`src/ea_pkg.sv`:
```
// Purpose: shared constants and types for the effective address generator
// Assumes: 32-bit addresses, eight wide address registers
// Notes: no registers reachable by software
package ea_pkg;
  localparam int ADDR_W = 32;
  localparam int REG_COUNT = 8;
  localparam int AREG_FIELD_W = 3;
  localparam int DREG_FIELD_W = 4;
  localparam int BITNUM_W = 3;
  localparam int SHORT_IMM3_W = 3;
  localparam int SHORT_IMM4_W = 4;
  localparam int TRAP_VEC_W = 2;
  localparam int BITFIELD_IMM_W = 8;
  localparam int SHORT_DISP_W = 2;
  localparam int MODE_COUNT = 11;
  localparam logic [31:0] UPPER8_ZERO_MASK = 32'h00ffffff;
  localparam logic [31:0] ADDR_RESET = 32'h00000000;
  localparam logic [31:0] SHORT_BASE_RESET = 32'h00000000;

  typedef enum logic [1:0] {SZ_BYTE, SZ_WORD, SZ_LONG} size_t;
  typedef enum logic [1:0] {CPU_ADVANCED, CPU_MIDDLE, CPU_NORMAL, CPU_MAXIMUM} cpumode_t;
  typedef enum logic [3:0] {
    AM_REG_DIRECT, AM_REG_INDIRECT, AM_DISP, AM_INDEX, AM_POST_INC, AM_PRE_DEC,
    AM_PRE_INC, AM_POST_DEC, AM_ABSOLUTE, AM_IMMEDIATE, AM_PC_REL, AM_PC_INDEX,
    AM_MEM_INDIRECT, AM_EXT_MEM_INDIRECT
  } amode_t;
  typedef enum logic [1:0] {DISP_SHORT, DISP_16, DISP_32} disp_t;
  typedef enum logic [1:0] {ABS_8, ABS_16, ABS_24, ABS_32} abs_t;
  typedef enum logic [2:0] {IMM_3, IMM_4, IMM_8, IMM_16, IMM_32} imm_t;
  typedef enum logic [1:0] {IDX_BYTE, IDX_WORD, IDX_LONG} idx_t;
  typedef enum logic [1:0] {ST_IDLE, ST_SECOND} state_t;

  function automatic logic [31:0] step_of(input size_t sz);
    unique case (sz)
      SZ_BYTE: step_of = 32'h00000001;
      SZ_WORD: step_of = 32'h00000002;
      default: step_of = 32'h00000004;
    endcase
  endfunction
endpackage

```
`src/operand_extender.sv`:
```
// Purpose: widens immediates and absolute addresses to 32 bits
// Assumes: extension word already right-aligned
// Notes: pure combinational
`timescale 1ns/1ns
module operand_extender
  import ea_pkg::*;
(
  input wire logic [31:0] ext,
  input wire abs_t absKind,
  input wire imm_t immKind,
  input wire logic [31:0] shortAddressBase,
  output logic [31:0] absAddr,
  output logic [31:0] immValue
);
  // ----------------------------------------
  // absolute and immediate widening
  // ----------------------------------------
  wire logic [31:0] abs8 = {shortAddressBase[31:8], ext[7:0]};
  wire logic [31:0] abs16 = {{16{ext[15]}}, ext[15:0]};
  wire logic [31:0] abs24 = {8'h00, ext[23:0]};
  assign absAddr = (absKind == ABS_8) ? abs8 :
                   (absKind == ABS_16) ? abs16 :
                   (absKind == ABS_24) ? abs24 : ext;
  // short immediates zero-extend; callers truncate to operand width
  assign immValue = (immKind == IMM_3) ? {29'h0, ext[2:0]} :
                    (immKind == IMM_4) ? {28'h0, ext[3:0]} :
                    (immKind == IMM_8) ? {24'h0, ext[7:0]} :
                    (immKind == IMM_16) ? {16'h0, ext[15:0]} : ext;
endmodule

```
`src/effective_address_generator.sv`:
```
// Purpose: computes operand effective addresses and address register write-back
// Assumes: decoder supplies fields one cycle ahead; register file outside
// Notes: results registered, address and write-back appear together
// Contract
// - address register field 3 bits; data register field 3 or 4 bits
// - accept 8, 16 or 32 bit extension words
// - support fourteen addressing modes; decoder picks the legal subset
// - bit operands by direct, indirect or absolute; bit number register or 3-bit
// - direct selects 8-bit halves, 16-bit halves or 32-bit registers by size
// - indirect branch target in advanced mode zeroes upper eight bits
// - displacement adds 16-bit sign-extended or 32-bit value to register
// - short 2-bit displacement scales by operand size 1, 2 or 4
// - index byte, word or long zero-extended then scaled then displaced
// - index scale 1, 2 or 4 by operand size
// - post-increment uses old value, writes back plus step
// - pre-decrement writes back minus step and uses it
// - pre-increment writes back plus step and uses it
// - post-decrement uses old value, writes back minus step
// - stored register equal to address register shows updated value
// - second address with same register uses updated value
// - 8-bit absolute takes upper 24 bits from short base
// - 16-bit absolute sign-extended; 32-bit absolute unmodified
// - 24-bit absolute program address has upper eight bits zeroed
// - narrow immediates zero-extended to operand width
// - trap carries 2-bit vector; bit-field ops carry 8-bit immediate
// - pc-relative sign-extends 8/16-bit displacement onto next instruction address
// - middle mode: data sign-extends low 16, branch zeroes upper eight
`timescale 1ns/1ns
module effective_address_generator
  import ea_pkg::*;
(
  input wire logic mclk,
  input wire logic resetn,
  input wire logic start,
  input wire logic secondOperand,
  input wire amode_t addrMode,
  input wire size_t opSize,
  input wire cpumode_t cpuMode,
  input wire logic isBranch,
  input wire logic [AREG_FIELD_W-1:0] addrRegField,
  input wire logic [DREG_FIELD_W-1:0] dataRegField,
  input wire logic dataFieldWide,
  input wire logic [AREG_FIELD_W-1:0] storeRegField,
  input wire disp_t dispKind,
  input wire logic [SHORT_DISP_W-1:0] shortDisp,
  input wire abs_t absKind,
  input wire imm_t immKind,
  input wire idx_t indexKind,
  input wire logic [31:0] extWord,
  input wire logic [31:0] nextPc,
  input wire logic [31:0] shortAddressBase,
  input wire logic [31:0] regFile [REG_COUNT],
  output logic [31:0] effAddr,
  output logic [31:0] operandValue,
  output logic addrValid,
  output logic regWriteEn,
  output logic [AREG_FIELD_W-1:0] regWriteIdx,
  output logic [31:0] regWriteData,
  output logic [31:0] storeData,
  output logic [BITNUM_W-1:0] bitNumber,
  output logic [TRAP_VEC_W-1:0] trapVector,
  output logic [BITFIELD_IMM_W-1:0] bitFieldMask
);
  // ----------------------------------------
  // forwarding of the previous write-back
  // ----------------------------------------
  // a pending write from the first address calc overrides the register file view
  state_t state;
  logic fwdValid;
  logic [AREG_FIELD_W-1:0] fwdIdx;
  logic [31:0] fwdData;

  function automatic logic [31:0] read_reg(input logic [AREG_FIELD_W-1:0] idx,
                                           input logic [31:0] rf [REG_COUNT],
                                           input logic fv,
                                           input logic [AREG_FIELD_W-1:0] fi,
                                           input logic [31:0] fd);
    read_reg = (fv && fi == idx) ? fd : rf[idx];
  endfunction

  wire logic useFwd = fwdValid && secondOperand && state == ST_SECOND;
  wire logic [31:0] baseReg = read_reg(addrRegField, regFile, useFwd, fwdIdx, fwdData);
  wire logic [2:0] dataIdx = dataFieldWide ? dataRegField[2:0] : dataRegField[2:0];
  wire logic [31:0] dataReg = read_reg(dataIdx, regFile, useFwd, fwdIdx, fwdData);

  // ----------------------------------------
  // register direct selection
  // ----------------------------------------
  // wide field: bit 3 picks upper half (E or H); narrow field always picks the low byte or low half
  wire logic hiPart = dataFieldWide ? dataRegField[3] : 1'b0;
  wire logic [7:0] byteSel = hiPart ? dataReg[15:8] : dataReg[7:0];
  wire logic [15:0] wordSel = hiPart ? dataReg[31:16] : dataReg[15:0];
  wire logic [31:0] directValue = (opSize == SZ_BYTE) ? {24'h0, byteSel} :
                                  (opSize == SZ_WORD) ? {16'h0, wordSel} : dataReg;

  // ----------------------------------------
  // displacement, index and steps
  // ----------------------------------------
  wire logic [31:0] step = step_of(opSize);
  wire logic [31:0] shortScaled = (opSize == SZ_BYTE) ? {30'h0, shortDisp} :
                                  (opSize == SZ_WORD) ? {29'h0, shortDisp, 1'b0} :
                                  {28'h0, shortDisp, 2'b00};
  wire logic [31:0] dispValue = (dispKind == DISP_SHORT) ? shortScaled :
                                (dispKind == DISP_16) ? {{16{extWord[15]}}, extWord[15:0]} :
                                extWord;
  wire logic [31:0] indexRaw = (indexKind == IDX_BYTE) ? {24'h0, baseReg[7:0]} :
                               (indexKind == IDX_WORD) ? {16'h0, baseReg[15:0]} :
                               baseReg;
  wire logic [31:0] indexScaled = (opSize == SZ_BYTE) ? indexRaw :
                                  (opSize == SZ_WORD) ? {indexRaw[30:0], 1'b0} :
                                  {indexRaw[29:0], 2'b00};
  wire logic [31:0] pcDisp = (dispKind == DISP_16) ? {{16{extWord[15]}}, extWord[15:0]} :
                             {{24{extWord[7]}}, extWord[7:0]};
  wire logic [31:0] pcIndexScaled = {indexRaw[30:0], 1'b0};
  wire logic [31:0] incValue = baseReg + step;
  wire logic [31:0] decValue = baseReg - step;

  // ----------------------------------------
  // absolute and immediate forms
  // ----------------------------------------
  logic [31:0] absAddr;
  logic [31:0] immValue;
  operand_extender extender (
    .ext(extWord),
    .absKind(absKind),
    .immKind(immKind),
    .shortAddressBase(shortAddressBase),
    .absAddr(absAddr),
    .immValue(immValue)
  );
  wire logic [31:0] immSized = (opSize == SZ_BYTE) ? {24'h0, immValue[7:0]} :
                               (opSize == SZ_WORD) ? {16'h0, immValue[15:0]} : immValue;

  // ----------------------------------------
  // mode select
  // ----------------------------------------
  // memory-indirect modes only hand back the vector slot address; the fetch is elsewhere
  logic [31:0] rawAddr;
  logic rawValid;
  logic wbEn;
  logic [31:0] wbData;
  always_comb begin
    rawAddr = baseReg;
    rawValid = 1'b1;
    wbEn = 1'b0;
    wbData = baseReg;
    unique case (addrMode)
      AM_REG_DIRECT: rawValid = 1'b0;
      AM_REG_INDIRECT: rawAddr = baseReg;
      AM_DISP: rawAddr = baseReg + dispValue;
      AM_INDEX: rawAddr = indexScaled + dispValue;
      AM_POST_INC: begin
        rawAddr = baseReg;
        wbEn = 1'b1;
        wbData = incValue;
      end
      AM_PRE_DEC: begin
        rawAddr = decValue;
        wbEn = 1'b1;
        wbData = decValue;
      end
      AM_PRE_INC: begin
        rawAddr = incValue;
        wbEn = 1'b1;
        wbData = incValue;
      end
      AM_POST_DEC: begin
        rawAddr = baseReg;
        wbEn = 1'b1;
        wbData = decValue;
      end
      AM_ABSOLUTE: rawAddr = absAddr;
      AM_IMMEDIATE: rawValid = 1'b0;
      AM_PC_REL: rawAddr = nextPc + pcDisp;
      AM_PC_INDEX: rawAddr = nextPc + pcIndexScaled;
      AM_MEM_INDIRECT: rawAddr = {24'h0, extWord[7:0]};
      AM_EXT_MEM_INDIRECT: rawAddr = {23'h0, 1'b1, extWord[6:0], 1'b0};
      default: rawValid = 1'b0;
    endcase
  end

  // ----------------------------------------
  // cpu-mode width masking
  // ----------------------------------------
  wire logic branchMask = isBranch && (cpuMode == CPU_ADVANCED || cpuMode == CPU_MIDDLE);
  wire logic dataMiddle = !isBranch && cpuMode == CPU_MIDDLE;
  wire logic abs24Kind = addrMode == AM_ABSOLUTE && absKind == ABS_24;
  wire logic [31:0] maskedAddr = (branchMask || abs24Kind) ? (rawAddr & UPPER8_ZERO_MASK) :
                                 dataMiddle ? {{16{rawAddr[15]}}, rawAddr[15:0]} :
                                 rawAddr;

  // stored register sees post-update value when it is the address register
  wire logic [31:0] storeRaw = read_reg(storeRegField, regFile, useFwd, fwdIdx, fwdData);
  wire logic [31:0] storeNow = (wbEn && storeRegField == addrRegField) ? wbData : storeRaw;
  wire logic [31:0] next_operand = (addrMode == AM_IMMEDIATE) ? immSized : directValue;

  // ----------------------------------------
  // second-calculation tracking
  // ----------------------------------------
  state_t next_state;
  always_comb begin
    next_state = state;
    unique case (state)
      ST_IDLE: if (start && wbEn) begin
        next_state = ST_SECOND;
      end
      ST_SECOND: if (start && !wbEn) begin
        next_state = ST_IDLE;
      end
      default: next_state = ST_IDLE;
    endcase
  end

  always_ff @(posedge mclk or negedge resetn) begin
    if (!resetn) begin
      state <= ST_IDLE;
      fwdValid <= 1'b0;
      fwdIdx <= '0;
      fwdData <= ADDR_RESET;
    end else begin
      state <= next_state;
      if (start) begin
        fwdValid <= wbEn;
        fwdIdx <= addrRegField;
        fwdData <= wbData;
      end
    end
  end

  // ----------------------------------------
  // result registers
  // ----------------------------------------
  // one stage: address and write-back leave on the same edge
  always_ff @(posedge mclk or negedge resetn) begin
    if (!resetn) begin
      effAddr <= ADDR_RESET;
      addrValid <= 1'b0;
      regWriteEn <= 1'b0;
      regWriteIdx <= '0;
      regWriteData <= ADDR_RESET;
    end else begin
      effAddr <= maskedAddr;
      addrValid <= start && rawValid;
      regWriteEn <= start && wbEn;
      regWriteIdx <= addrRegField;
      regWriteData <= wbData;
    end
  end

  always_ff @(posedge mclk or negedge resetn) begin
    if (!resetn) begin
      operandValue <= ADDR_RESET;
      storeData <= ADDR_RESET;
      bitNumber <= '0;
      trapVector <= '0;
      bitFieldMask <= '0;
    end else begin
      operandValue <= next_operand;
      storeData <= storeNow;
      bitNumber <= extWord[BITNUM_W-1:0];
      trapVector <= extWord[TRAP_VEC_W-1:0];
      bitFieldMask <= extWord[BITFIELD_IMM_W-1:0];
    end
  end
endmodule

```
`config.mk`:
```
export PLATFORM = sky130hd
export DESIGN_NAME = effective_address_generator
export DESIGN_NICKNAME = d
export VERILOG_FILES = /design/src/ea_pkg.sv /design/src/operand_extender.sv /design/src/effective_address_generator.sv
export SDC_FILE = /design/constraint.sdc
export NUM_CORES = 1
export LEC_CHECK = 0
export BUFFER_PORTS_ARGS = -buffer_cell sky130_fd_sc_hd__buf_2
export CAP_MARGIN = 10
export CORE_ASPECT_RATIO = 0.6
export CORE_MARGIN = 2
export CORE_UTILIZATION = 25
export CTS_BUF_LIST = sky130_fd_sc_hd__clkbuf_16
export CTS_CLUSTER_DIAMETER = 200
export DETAILED_ROUTE_END_ITERATION = 6
export SETUP_SLACK_MARGIN = 0.1
export SLEW_MARGIN = 10
export SYNTH_ARGS = -nofsm -noshare
export SYNTH_HDL_FRONTEND = slang
export SYNTH_SLANG_ARGS = --single-unit
export TNS_END_PERCENT = 1
```
`constraint.sdc`:
```
create_clock -name mclk -period 6.05 [get_ports mclk]
set_input_delay 0.9075 -clock mclk [delete_from_list [all_inputs] [get_ports mclk]]
set_output_delay 0.9075 -clock mclk [all_outputs]
set_load 0.1 [all_outputs]
```
==> metrics.sh <==
RELSLEWSLACK_PCT=26.9
DETAIL_ROUTE.ITER0.VIOLATIONS=2841
GRT-BUSIEST-LAYER='met2'
POST_ROUTE_CELLS_DRIVE_ABOVE_1_SHARE_PCT=35.5
WORST_IR_DROP_VDD_mV=0.211
DR_TOTAL_VIAS=25900
SYNTH-SEQ-AREA-SHARE_PCT=19.2
LEAKAGE_nW=13.3
SYNTH-WARNING-COUNT=0
POSTSYNTHREGISTERBITS=178
STDCELL_AREA_UM2=30100
CELL_INTERNAL_PWR_mW=3.36
POST-ROUTE-UTIL_PCT=32.7
WL_PER_CELL_UM=26.0
TIMING.SETUP.CRITICAL_PATH_CLASS='primary input to flip-flop'
RSZ0062_AT_GRT='yes'
WIDTH_OF_THE_CHIP_UM=397
STARTPOINT='addrRegField[0]'
ANTENNA_VIOLATING_NETS_POST_ROUTE=0
ARRIVAL_NS=6.28
GRT_MAX_DEGREE=92
SYN-INSTANCE-COUNT=2669
FINALSETUPTNS_NS=0
FINALCLOCKSKEW_NS=0.0169
SYNTH-MAIN-FF-CELL='dfrtp_1'
SYN-MEAN-INSTANCE-AREA_UM2=8.69
START_UTIL_PCT=25.3
SYNTH_EDF_COUNT=0
SETUP.WORST_PATH.START_CLASS='primary input'
TIMING.RR.START='fwdIdx[2]'
GRT_PASS1_VIAS=24614
DR.PASS1.ITERS=6
PLACEMENT.CELL_AREA_UM2=29400
FLOORPLAN.DIE_AREA_UM2=95400
FP-ROW-COUNT=86
HOLDWS_NS=0.469
PLACE_CONGESTION=0.983
CTS_TREE='yes'
CTS_POST_SETUP_BUFFERS_INSERTED=0
POWER.SHARE.CLOCK_PCT=17.3
SWITCHINGPOWER_mW=3.58
CRIT_REQUIRED_NS=6.48
CTS_MADE_BUFFERS=17
FILLER_CELL_COUNT=9775
CTS-HTREE-LEVELS=4
FLOORPLAN.IO_PINS=533
REPORT.FINAL.SETUP_VIOL=0
GROUTE.LAYER.MET2.USAGE_PCT=38.3
POWER_PER_CELL_AREA_nW_PER_UM2=231
VIA_PER_INST=5.59
GRT_OVERFLOW=0
CLOCK_TREE.ROOT_CELL='clkbuf_16'
CORE_AREA_UM2=91900
CLKSLEWWORSTSETUPHOLDPATHS_NS=0.08
REPORT.POWER.TOTAL_mW=6.93
MULTI_INPUT_COMB_AREA_UM2=17600
GROUTE.LAYER.MET1.USAGE_PCT=33.3
NETLIST-CELL-TYPE-COUNT=94
STATUS='finished, final reports clean'
GRT_UTIL_MET3_PCT=7.29
DIEHEIGHT_UM=240
HOLD_CLASS='primary input to async pin'
CTS-ROOT-TO-SINK-BUFFERS=2
CLK-INSERTION-DELAY-LATE_NS=0.53
NETLIST_AREA_UM2=23200
IO_BUFFER_COUNT=524
GR_USAGE_TOTAL_PCT=24.7
ANTENNA_FOUND_INITIAL=17
PERIOD_MINUS_SLACK_NS=5.85
ROUTE.FINAL.WIRE_LENGTH_UM=120000
FIRST_PASS_GRT_WIRE_LENGTH_UM=171000
POST-DP-HPWL_UM=100000
MAX_FREQ_GHz=0.171
ASYNC_RESET_FF_SHARE_PCT=100
COMB_POWER_SHARE_PCT=61.5
P_SW_SHARE_PCT=51.6
CLOCK-SINKS=178
CP_MAX_FO=17
LAYOUT.AREA.SEQ_UM2=4450
CTS_HOLD_REPAIR.BUFFERS=0
WORST_SLEW_PIN_SLEW_NS=1.10
SYNTH.NET_COUNT=3161
MAX-CAP-VIOLATIONS=0
PERIOD_SHARE_PCT=96.7
SYN_TO_FINAL_GROWTH_PCT=29.5
CTS_REPAIR_RESIZE_COUNT=0
SEQ_POWER_SHARE_PCT=21.3
FINAL_NET_COUNT=3877
ROUTE.DETAILED.DRC=0
FINAL-HOLD-VIOLATION-COUNT=0
COUNT_OF_FINAL_MAX_SLEW_CHECK_FAILURES=0
END_KIND='flip-flop'
==> cells in the mapped netlist, drive strengths merged (16+ instances only) <==
cell type	number	area [µm²]
buf	72	410
nand2b	41	257
a21o	38	285
o21ai	235	1180
nor2b	30	188
inv	86	323
xnor2	92	806
nand3b	16	120
nor4	21	165
mux2i	150	1570
o221ai	29	254
o211ai	43	323
mux2	43	495
dfrtp	178	4450
clkbuf	125	469
nor2	217	827
a21oi	241	1210
ha	100	1250
nand3	50	250
o22ai	22	138
nand4	16	100
o21bai	17	128
a22oi	25	188
a31oi	19	119
a211oi	26	208
nor3	42	215
a221oi	21	184
xor2	47	419
and3	19	119
nand2	262	983
mux4	184	4140
==> layout make-up <==
cell class / instances / share of cell area (%)
inverter: 86 / 1.07
multi-input combinational: 2208 / 58.6
clock inverter: 15 / 0.541
timing repair buffer: 894 / 18.4
sequential: 178 / 14.8
clock buffer: 17 / 1.42
antenna: 4 / 0.0333
tap: 1232 / 5.13
==> cell usage in the layout (no fill, tap or decap), types with 17 or more instances in the layout <==
cell	count
nor2_1	212
and3_1	19
xnor2_1	92
buf_2	520
o221ai_1	29
mux4_2	184
inv_1	85
a211oi_1	25
ha_1	100
a221oi_1	21
a22oi_1	25
nand2_1	262
o21bai_1	17
nor2b_1	29
o22ai_1	21
a21o_1	38
buf_4	363
mux2_2	40
a21oi_1	238
clkbuf_16	17
xor2_1	46
nand3_1	50
o21ai_0	217
o211ai_1	43
nor3_1	41
nand2b_1	41
dfrtp_1	178
a31oi_1	19
mux2i_1	142
==> final timing paths <==
path                                     to  slack [ns]  cells past startpoint
setup / recovery                effAddr[19]        0.20                     24
max in group asynchronous  operandValue[28]        4.50                      2
hold reg to reg                    fwdValid        0.55                      2
hold / removal              regWriteData[4]        0.47                      1
min in group mclk                  fwdValid        0.55                      2
setup reg to reg                effAddr[19]        0.41                     22
==> power groups by stage <==
stage	logic (mW)	registers, mW	clock network, mW
global placement	4.18	1.50	0
floorplan	1.68	2.47	0
detailed placement	4.19	1.50	0
global route	4.49	1.49	1.27
finish	4.26	1.47	1.20
CTS	4.21	1.47	1.23
==> metal layers <==
metal,vias to the layer above,part of all wire [%]
li1,11565,-
met1,12772,43
met2,1358,45
met3,193,9.8
met4,12,2.6
met5,-,0.19
==> logic make-up after synthesis <==
logic type               count (synthesis)  synth area share, %
AO/OA/AOI/OAI                          806                 21.7
multiplexers                           377                 26.7
buffers and inverters                  283                 5.18
flip-flops                             178                 19.2
AND/OR/NAND/NOR                        781                 16.1
XOR/XNOR                               139                 5.28
adder cells (fa/ha/maj)                105                 5.82
==> stage by stage <==
step / std cells / worst slack (ns)
6_report: 4634 / 0.200
5_1_grt: 4632 / 0.0498
4_1_cts: 4630 / 0.372
3_5_place_dp: 4598 / -0.188
3_3_place_gp: 4598 / -0.132
2_1_floorplan: 2669 / 0.0591
==> critical path: stages <==
cell	delay, ns
buf_2	0.18
buf_12	0.16
xor2_1	0.19
nor4_4	0.27
buf_6	0.27
buf_4	0.22
nor2_1	0.07
a21oi_1	0.18
buf_4	0.24
buf_4	0.14
inv_1	0.09
ha_1	0.31
o21bai_1	0.25
a21boi_0	0.36
o2111ai_1	0.26
or4_1	0.51
a22o_1	0.22
a221oi_1	0.56
buf_4	0.24
a31oi_1	0.10
nand3_1	0.09
buf_4	0.17
o21ai_0	0.10
buf_4	0.16
==> sequential cells by signal, indices dropped and copies added (netlist names) <==
register      flops
fwdValid          1
operandValue     32
addrValid         1
effAddr          32
fwdIdx            3
storeData        32
bitFieldMask      8
regWriteEn        1
regWriteData     32
state             1
regWriteIdx       3
fwdData          32
Power figures use the tool's default switching activity.
